**src/rtl/prio_bank_pkg.sv**
```systemverilog
/*
 * constants for the low bank of six interrupt priority words.
 * assumes a 16-bit register port with one-cycle read latency.
 */
`default_nettype none

package prio_bank_pkg;
    localparam int unsigned NUM_WORDS = 6;
    localparam int unsigned NUM_SRC = 24;
    localparam int unsigned ADDR_W = 3;
    localparam int unsigned DATA_W = 16;
    localparam int unsigned PRIO_W = 3;
    localparam int unsigned SRC_W = 5;

    localparam logic [ADDR_W-1:0] PRIORITY_WORD_0_OFS = 3'h0;
    localparam logic [ADDR_W-1:0] PRIORITY_WORD_1_OFS = 3'h1;
    localparam logic [ADDR_W-1:0] PRIORITY_WORD_2_OFS = 3'h2;
    localparam logic [ADDR_W-1:0] PRIORITY_WORD_3_OFS = 3'h3;
    localparam logic [ADDR_W-1:0] PRIORITY_WORD_4_OFS = 3'h4;
    localparam logic [ADDR_W-1:0] PRIORITY_WORD_5_OFS = 3'h5;

    // field low bit positions within a word
    localparam int unsigned FIELD3_LSB = 12;
    localparam int unsigned FIELD2_LSB = 8;
    localparam int unsigned FIELD1_LSB = 4;
    localparam int unsigned FIELD0_LSB = 0;

    localparam logic [PRIO_W-1:0] PRIO_RESET = 3'h4;
    localparam logic [PRIO_W-1:0] PRIO_OFF = 3'h0;

    // writable masks per word
    localparam logic [DATA_W-1:0] WORD_0_MASK = 16'h7777;
    localparam logic [DATA_W-1:0] WORD_1_MASK = 16'h7770;
    localparam logic [DATA_W-1:0] WORD_2_MASK = 16'h7777;
    localparam logic [DATA_W-1:0] WORD_3_MASK = 16'h0077;
    localparam logic [DATA_W-1:0] WORD_4_MASK = 16'h7777;
    localparam logic [DATA_W-1:0] WORD_5_MASK = 16'h7707;

    // reset values: 3'b100 in every implemented field
    localparam logic [DATA_W-1:0] WORD_0_RESET = 16'h4444;
    localparam logic [DATA_W-1:0] WORD_1_RESET = 16'h4440;
    localparam logic [DATA_W-1:0] WORD_2_RESET = 16'h4444;
    localparam logic [DATA_W-1:0] WORD_3_RESET = 16'h0044;
    localparam logic [DATA_W-1:0] WORD_4_RESET = 16'h4444;
    localparam logic [DATA_W-1:0] WORD_5_RESET = 16'h4404;

    typedef enum logic [2:0] {
        ARB_IDLE = 3'b001,
        ARB_HOLD = 3'b010,
        ARB_UPDATE = 3'b100
    } arb_state_e;
endpackage

`default_nettype wire

```
**src/rtl/prio_word_reg.sv**
```systemverilog
/*
 * one 16-bit priority word with fixed implemented-bit mask and reset value.
 * assumes write strobe and data on core_clk, synchronous reset.
 */
`default_nettype none

module prio_word_reg
    import prio_bank_pkg::*;
#(
    parameter logic [DATA_W-1:0] MASK = 16'h7777,
    parameter logic [DATA_W-1:0] RESET_VAL = 16'h4444
) (
    input wire logic core_clk,
    input wire logic sys_rst,
    input wire logic wr_en,
    input wire logic [DATA_W-1:0] wr_data,
    output logic [DATA_W-1:0] word
);
    logic [DATA_W-1:0] word_reg;
    logic [DATA_W-1:0] word_next;

    always_comb begin
        word_next = word_reg;
        if (wr_en) begin
            word_next = wr_data & MASK;
        end
    end

    always_ff @(posedge core_clk) begin
        if (sys_rst) begin
            word_reg <= RESET_VAL;
        end else begin
            word_reg <= word_next;
        end
    end

    assign word = word_reg;
endmodule

`default_nettype wire

```
**src/rtl/prio_arbiter.sv**
```systemverilog
/*
 * combinational pick of the highest level among pending, enabled sources.
 * assumes inputs already synchronised; ties go to the lowest source index.
 */
`default_nettype none

module prio_arbiter
    import prio_bank_pkg::*;
(
    input wire logic [NUM_SRC-1:0] pend,
    input wire logic [NUM_SRC-1:0] enable,
    input wire logic [NUM_SRC*PRIO_W-1:0] levels,
    output logic found,
    output logic [SRC_W-1:0] win_id,
    output logic [PRIO_W-1:0] win_level
);
    always_comb begin
        found = 1'b0;
        win_id = '0;
        win_level = PRIO_OFF;
        for (int i = 0; i < NUM_SRC; i++) begin
            // disabled level never qualifies, nor does a masked request
            if (pend[i] && enable[i] && levels[i*PRIO_W +: PRIO_W] != PRIO_OFF) begin
                // strictly greater keeps the lower index on a tie
                if (levels[i*PRIO_W +: PRIO_W] > win_level) begin
                    found = 1'b1;
                    win_id = SRC_W'(i);
                    win_level = levels[i*PRIO_W +: PRIO_W];
                end
            end
        end
    end
endmodule

`default_nettype wire

```
**src/rtl/prio_bank.sv**
```systemverilog
/*
 * low bank of interrupt priority words plus the arbitration they feed.
 * assumes a simple register port on core_clk and request/enable lines
 * from peripherals that may be asynchronous to core_clk.
 */
// The strobed register port and the register addresses are this design's own decisions.
`default_nettype none

module prio_bank
    import prio_bank_pkg::*;
(
    input wire logic core_clk,
    input wire logic sys_rst,
    input wire logic [ADDR_W-1:0] reg_addr,
    input wire logic [DATA_W-1:0] reg_wdata,
    input wire logic reg_wr,
    input wire logic reg_rd,
    output logic [DATA_W-1:0] reg_rdata,
    input wire logic [NUM_SRC-1:0] irq_pend,
    input wire logic [NUM_SRC-1:0] irq_enable,
    output logic irq_req,
    output logic [SRC_W-1:0] irq_id,
    output logic [PRIO_W-1:0] irq_level
);
    // ------------------------------------------------------------
    // register words
    // ------------------------------------------------------------
    localparam logic [NUM_WORDS*DATA_W-1:0] MASKS = {WORD_5_MASK, WORD_4_MASK, WORD_3_MASK,
        WORD_2_MASK, WORD_1_MASK, WORD_0_MASK};
    localparam logic [NUM_WORDS*DATA_W-1:0] RESETS = {WORD_5_RESET, WORD_4_RESET, WORD_3_RESET,
        WORD_2_RESET, WORD_1_RESET, WORD_0_RESET};

    logic [DATA_W-1:0] words [NUM_WORDS];

    function automatic logic hits(input logic [ADDR_W-1:0] a, input int unsigned w);
        hits = (a == ADDR_W'(w));
    endfunction

    generate
        for (genvar w = 0; w < NUM_WORDS; w++) begin : g_word
            prio_word_reg #(
                .MASK(MASKS[w*DATA_W +: DATA_W]),
                .RESET_VAL(RESETS[w*DATA_W +: DATA_W])
            ) u_word (
                .core_clk(core_clk),
                .sys_rst(sys_rst),
                .wr_en(reg_wr && hits(reg_addr, w)),
                .wr_data(reg_wdata),
                .word(words[w])
            );
        end
    endgenerate

    // ------------------------------------------------------------
    // read port
    // ------------------------------------------------------------
    logic [DATA_W-1:0] rdata_reg;
    logic [DATA_W-1:0] rdata_next;

    always_comb begin
        rdata_next = '0;
        if (reg_rd) begin
            for (int w = 0; w < NUM_WORDS; w++) begin
                if (hits(reg_addr, w)) begin
                    rdata_next = words[w];
                end
            end
        end
    end

    always_ff @(posedge core_clk) begin
        if (sys_rst) begin
            rdata_reg <= '0;
        end else begin
            rdata_reg <= rdata_next;
        end
    end

    assign reg_rdata = rdata_reg;

    // ------------------------------------------------------------
    // source field map, index order: word 0 low field first
    // ------------------------------------------------------------
    logic [NUM_SRC*PRIO_W-1:0] levels;

    always_comb begin
        levels = '0;
        // word 0: ext irq zero, capture one, compare one, timer one
        levels[0*PRIO_W +: PRIO_W] = words[0][FIELD0_LSB +: PRIO_W];
        levels[1*PRIO_W +: PRIO_W] = words[0][FIELD1_LSB +: PRIO_W];
        levels[2*PRIO_W +: PRIO_W] = words[0][FIELD2_LSB +: PRIO_W];
        levels[3*PRIO_W +: PRIO_W] = words[0][FIELD3_LSB +: PRIO_W];
        // word 1: capture two, compare two, timer two
        levels[4*PRIO_W +: PRIO_W] = words[1][FIELD1_LSB +: PRIO_W];
        levels[5*PRIO_W +: PRIO_W] = words[1][FIELD2_LSB +: PRIO_W];
        levels[6*PRIO_W +: PRIO_W] = words[1][FIELD3_LSB +: PRIO_W];
        // word 2: timer three, sync serial fault, event, serial one rx
        levels[7*PRIO_W +: PRIO_W] = words[2][FIELD0_LSB +: PRIO_W];
        levels[8*PRIO_W +: PRIO_W] = words[2][FIELD1_LSB +: PRIO_W];
        levels[9*PRIO_W +: PRIO_W] = words[2][FIELD2_LSB +: PRIO_W];
        levels[10*PRIO_W +: PRIO_W] = words[2][FIELD3_LSB +: PRIO_W];
        // word 3: serial one tx, converter done
        levels[11*PRIO_W +: PRIO_W] = words[3][FIELD0_LSB +: PRIO_W];
        levels[12*PRIO_W +: PRIO_W] = words[3][FIELD1_LSB +: PRIO_W];
        // word 4: two-wire slave, master, comparator, pin change
        levels[13*PRIO_W +: PRIO_W] = words[4][FIELD0_LSB +: PRIO_W];
        levels[14*PRIO_W +: PRIO_W] = words[4][FIELD1_LSB +: PRIO_W];
        levels[15*PRIO_W +: PRIO_W] = words[4][FIELD2_LSB +: PRIO_W];
        levels[16*PRIO_W +: PRIO_W] = words[4][FIELD3_LSB +: PRIO_W];
        // word 5: ext irq one, capture seven, capture eight
        levels[17*PRIO_W +: PRIO_W] = words[5][FIELD0_LSB +: PRIO_W];
        levels[18*PRIO_W +: PRIO_W] = words[5][FIELD2_LSB +: PRIO_W];
        levels[19*PRIO_W +: PRIO_W] = words[5][FIELD3_LSB +: PRIO_W];
        // indices 20..23 are unmapped, left at level zero (never win)
    end

    // ------------------------------------------------------------
    // request synchronisers
    // ------------------------------------------------------------
    logic [NUM_SRC-1:0] pend_meta_reg;
    logic [NUM_SRC-1:0] pend_sync_reg;
    logic [NUM_SRC-1:0] en_meta_reg;
    logic [NUM_SRC-1:0] en_sync_reg;

    always_ff @(posedge core_clk) begin
        if (sys_rst) begin
            pend_meta_reg <= '0;
            pend_sync_reg <= '0;
            en_meta_reg <= '0;
            en_sync_reg <= '0;
        end else begin
            pend_meta_reg <= irq_pend;
            pend_sync_reg <= pend_meta_reg;
            en_meta_reg <= irq_enable;
            en_sync_reg <= en_meta_reg;
        end
    end

    // ------------------------------------------------------------
    // arbitration
    // ------------------------------------------------------------
    logic found;
    logic [SRC_W-1:0] win_id;
    logic [PRIO_W-1:0] win_level;

    prio_arbiter u_arb (
        .pend(pend_sync_reg),
        .enable(en_sync_reg),
        .levels(levels),
        .found(found),
        .win_id(win_id),
        .win_level(win_level)
    );

    // registered outputs; a changed winner first moves the state to ARB_UPDATE, so a new higher
    // level request replaces the presented one two edges later
    arb_state_e state_reg;
    arb_state_e state_next;
    logic req_reg;
    logic req_next;
    logic [SRC_W-1:0] id_reg;
    logic [SRC_W-1:0] id_next;
    logic [PRIO_W-1:0] level_reg;
    logic [PRIO_W-1:0] level_next;

    always_comb begin
        state_next = state_reg;
        req_next = req_reg;
        id_next = id_reg;
        level_next = level_reg;
        case (state_reg)
            ARB_IDLE: begin
                if (found) begin
                    state_next = ARB_HOLD;
                    req_next = 1'b1;
                    id_next = win_id;
                    level_next = win_level;
                end
            end
            ARB_HOLD: begin
                if (!found) begin
                    state_next = ARB_IDLE;
                    req_next = 1'b0;
                    id_next = '0;
                    level_next = PRIO_OFF;
                end else if (win_id != id_reg || win_level != level_reg) begin
                    state_next = ARB_UPDATE;
                end
            end
            ARB_UPDATE: begin
                state_next = ARB_HOLD;
                req_next = found;
                id_next = found ? win_id : '0;
                level_next = found ? win_level : PRIO_OFF;
                if (!found) begin
                    state_next = ARB_IDLE;
                end
            end
            default: begin
                state_next = ARB_IDLE;
                req_next = 1'b0;
                id_next = '0;
                level_next = PRIO_OFF;
            end
        endcase
    end

    always_ff @(posedge core_clk) begin
        if (sys_rst) begin
            state_reg <= ARB_IDLE;
            req_reg <= 1'b0;
            id_reg <= '0;
            level_reg <= PRIO_OFF;
        end else begin
            state_reg <= state_next;
            req_reg <= req_next;
            id_reg <= id_next;
            level_reg <= level_next;
        end
    end

    assign irq_req = req_reg;
    assign irq_id = id_reg;
    assign irq_level = level_reg;
endmodule

`default_nettype wire

```
**config.mk**
```make
export PLATFORM = sky130hd
export DESIGN_NAME = prio_bank
export DESIGN_NICKNAME = d
export VERILOG_FILES = /design/src/rtl/prio_bank_pkg.sv /design/src/rtl/prio_word_reg.sv /design/src/rtl/prio_arbiter.sv /design/src/rtl/prio_bank.sv
export SDC_FILE = /design/constraint.sdc
export NUM_CORES = 1
export LEC_CHECK = 0
export ABC_AREA = 1
export BUFFER_PORTS_ARGS = -buffer_cell sky130_fd_sc_hd__buf_2
export CAP_MARGIN = 20
export CELL_PAD_IN_SITES_DETAIL_PLACEMENT = 1
export CELL_PAD_IN_SITES_GLOBAL_PLACEMENT = 2
export CORE_UTILIZATION = 36
export DETAILED_ROUTE_END_ITERATION = 16
export PLACE_DENSITY = 0.94
export SETUP_SLACK_MARGIN = 0.02
export SYNTH_ARGS = -nofsm -noshare
export SYNTH_HDL_FRONTEND = slang
export SYNTH_SLANG_ARGS = --single-unit
```
**constraint.sdc**
```tcl
create_clock -name core_clk -period 57.4 [get_ports core_clk]
set_input_delay 5.74 -clock core_clk [delete_from_list [all_inputs] [get_ports core_clk]]
set_output_delay 5.74 -clock core_clk [all_outputs]
set_load 0.05 [all_outputs]
```
==> results_dict.tcl <==
set metrics [dict create \
    worstSetupEndpointType "register" \
    cts_buf_count 17 \
    finalNetCount 1371 \
    drv_cap 0 \
    timing.hold.worst_path_depth 2 \
    synth_seq_cells 164 \
    largest_register_ffs 60 \
    die-width_um 156.3 \
    tightest_slew_ns 0.9545 \
    worst-endpoint-arrival_ns 25.26 \
    antenna_violations_before_repair 0 \
    crit_fanout 10 \
    post_cts.resized_instances 0 \
    timing.critical_path.slowest_stage_cell "dfxtp_1" \
    detail_route.first_pass.iterations 5 \
    worst_reg2reg_path_depth 193 \
    grt_pass1_wl_um 38960 \
    crit-reg2reg-capture "irq_level[2]" \
    most_frequent_cells_after_synthesis "247 x nand2_1, 193 x inv_1, 164 x dfxtp_1" \
    final-hold-violation-count 0 \
    finish.utilization_pct 42.12 \
    layout-drive-gt1-share_pct 16.80 \
    detailroute.via_count 7727 \
    post_dp_cell_area_um2 9278 \
    synth-edff-count 0 \
    n_fill_cell 2998 \
    dominant_cell_type_by_count_on_the_critical_path "nand2_1" \
    slew_headroom_pct 36.37 \
    syn-cell-area_um2 8574 \
    period_needed_ns 24.88 \
    initial_cell_density_of_the_core_pct 36.64 \
    netlist_instances 1168 \
    die-area_um2 24440 \
    finalSetupViolCount 0 \
    hold-path-endpoint "pend_sync_reg[6]" \
    rsz0062_at_grt "no" \
    floorplan.io_pins 96 \
    worst_hold_path_type "register to register" \
    number_of_global_route_vias_before_repair 7522 \
    route.detailed.wl_per_inst_um 15.45 \
    synth_area_leaders "dfxtp_1 38%, nand2_1 11%, inv_1 8.4%" \
    clk_pin_slew_ns 0.07 \
    cts_root_buf "clkbuf_16" \
    cp.required_ns 57.77 \
    cts_tree "built" \
    route.detailed.drc 0 \
    reg2reg_slack_ns 32.52 \
    clock_latency_on_the_worst_skew_pair_ns 0.44 \
    post_drt_via_cell_ratio 4.906 \
    insertedDiodeCount 0 \
    detail-route-antenna-nets 0 \
    synth_largest_type_area_fraction_pct 38.29 \
    clkSinkCount 164 \
    cts_max_path_buffers 2 \
    worst_hold_startpoint "pend_meta_reg[6]" \
    ys_dominant_reg_cell "dfxtp_1" \
    fin_tns_setup_ns 0 \
    wirelength_um 24330 \
    detailed_router_s_first_iteration_violation_count 304 \
    place.detailed.hpwl_um 18690 \
    syn2layout_area_growth_pct 14.97 \
    fin_worst_skew_ns 0.01769 \
    chipHeight_um 156.3 \
    critPathMaxStageDelay_ns 0.40 \
    cts_hold_repair.buffers 0 \
    post_synth_num_cell_types 44 \
    io_buffers 79 \
    globalRouteTotalUtil_pct 20.68 \
    biggest_area_consumer_among_synthesized_cells "dfxtp_1" \
    slew_viol_final 0 \
    power.ir.vdd_worst_v 0.00001669 \
    grt-ovfl-total 0 \
    power_per_cell_area_nw_per_um2 27.89 \
    row_count 56 \
    critical_path.reg2reg.startpoint "g_word[0].u_word.word[0]" \
    timing_worst_setup_path_type "register to register" \
    synthesis.area_per_instance_um2 7.341 \
    yosys_warnings 0 \
    run_status "complete, no violations" \
    total_leakage_power_nw 4.794 \
    ys_async_sr_fraction_pct 0 \
    placer_congestion 0.8864 \
    grt_max_degree 93 \
    worst_hold_margin_ns 0.3972 \
    startpoint_type_of_the_worst_setup_path "register" \
    final_area_um2 9858 \
    finalCritPeriodShare_pct 43.35 \
    achievable-frequency_mhz 40.19 \
    synthMostInstantiatedCell "nand2_1" \
    ctsHtreeMaxLevel 4 \
    yosysSeqAreaShare_pct 38.29 \
    post_cts_repair_timing_setup_buffer_count 0 \
    fp.coreArea_um2 23400 \
]
-- worst max-delay path, delay by kind of cell, from the launching register on --
kind	cells	cell delay, ns
adders and majority gates	19	5.49
DFF	1	0.40
buffers and inverters	38	3.31
and+or+nand+nor	104	10.66
AOI/OAI and AO/OA	32	4.88
-- kinds of logic after synthesis --
kind of cell             synth area share, %
adder cells (fa/ha/maj)                8.317
buffers and inverters                  10.89
AND/OR/NAND/NOR                        27.94
other                                0.04373
flip-flops                             38.29
AO/OA/AOI/OAI                          14.11
XOR/XNOR                              0.4087
-- routing by layer --
layer	track usage (%)	wire (um)	up-vias
met5	0	0	-
met4	8.170	761	0
met3	3.157	803	42
met2	34.35	11330	138
met1	26.80	11430	3653
li1	-	-	3894
-- report_power, final --
| group | leakage, nW | switching, mW | internal (mW) |
|---|---|---|---|
| registers | 1.35 | 0.00322 | 0.119 |
| clock network | 0.271 | 0.0507 | 0.0647 |
| logic | 3.18 | 0.0254 | 0.0121 |
| total | 4.79 | 0.0793 | 0.196 |
-- layout make-up --
cell class / instances / area, um^2 / area share [%]
multi-input cells: 763 / 4369 / 44.32
flip-flops and latches: 164 / 3283 / 33.30
inverters: 216 / 813.3 / 8.250
clock buffers: 19 / 432.9 / 4.391
repair buffers: 81 / 412.9 / 4.188
well taps: 319 / 399.1 / 4.049
clock inverters: 13 / 147.6 / 1.498
-- cell usage in the layout, fill, tap and decap left out, types with 7 or more instances in the layout --
cell type  instances
a211oi_1          15
a21oi_1           53
a31oi_1           27
buf_2             78
clkbuf_16         17
dfxtp_1          164
ha_1              57
inv_1            193
inv_2             19
nand2_1          247
nand3_1           35
nand3_2           57
nor2_1           146
o211ai_1           9
o21ai_0           49
o311ai_0           7
-- per-stage QoR --
| stage | total power [mW] | cells | setup WS, ns |
|---|---|---|---|
| 5_1_grt | 0.2876 | 1575 | 29.46 |
| 3_5_place_dp | 0.1621 | 1543 | 32.55 |
| 2_1_floorplan | 0.1502 | 1171 | 36.21 |
| 4_1_cts | 0.2775 | 1575 | 32.31 |
| 6_report | 0.2749 | 1575 | 32.52 |
| 3_3_place_gp | 0.1605 | 1543 | 33.46 |
-- how the worst max path moves through the flow --
stage	start	slack [ns]	end	depth (start not counted)
floorplan	g_word[0].u_word.word[0]	36.21	irq_level[0]	192
global placement	g_word[0].u_word.word[0]	33.46	irq_level[2]	193
detailed placement	g_word[0].u_word.word[0]	32.55	irq_level[2]	193
CTS	g_word[0].u_word.word[0]	32.31	irq_level[2]	193
global route	g_word[0].u_word.word[0]	29.46	irq_level[1]	193
finish	g_word[0].u_word.word[0]	32.52	irq_level[2]	193
No activity file was read; power rests on OpenSTA's default activity.
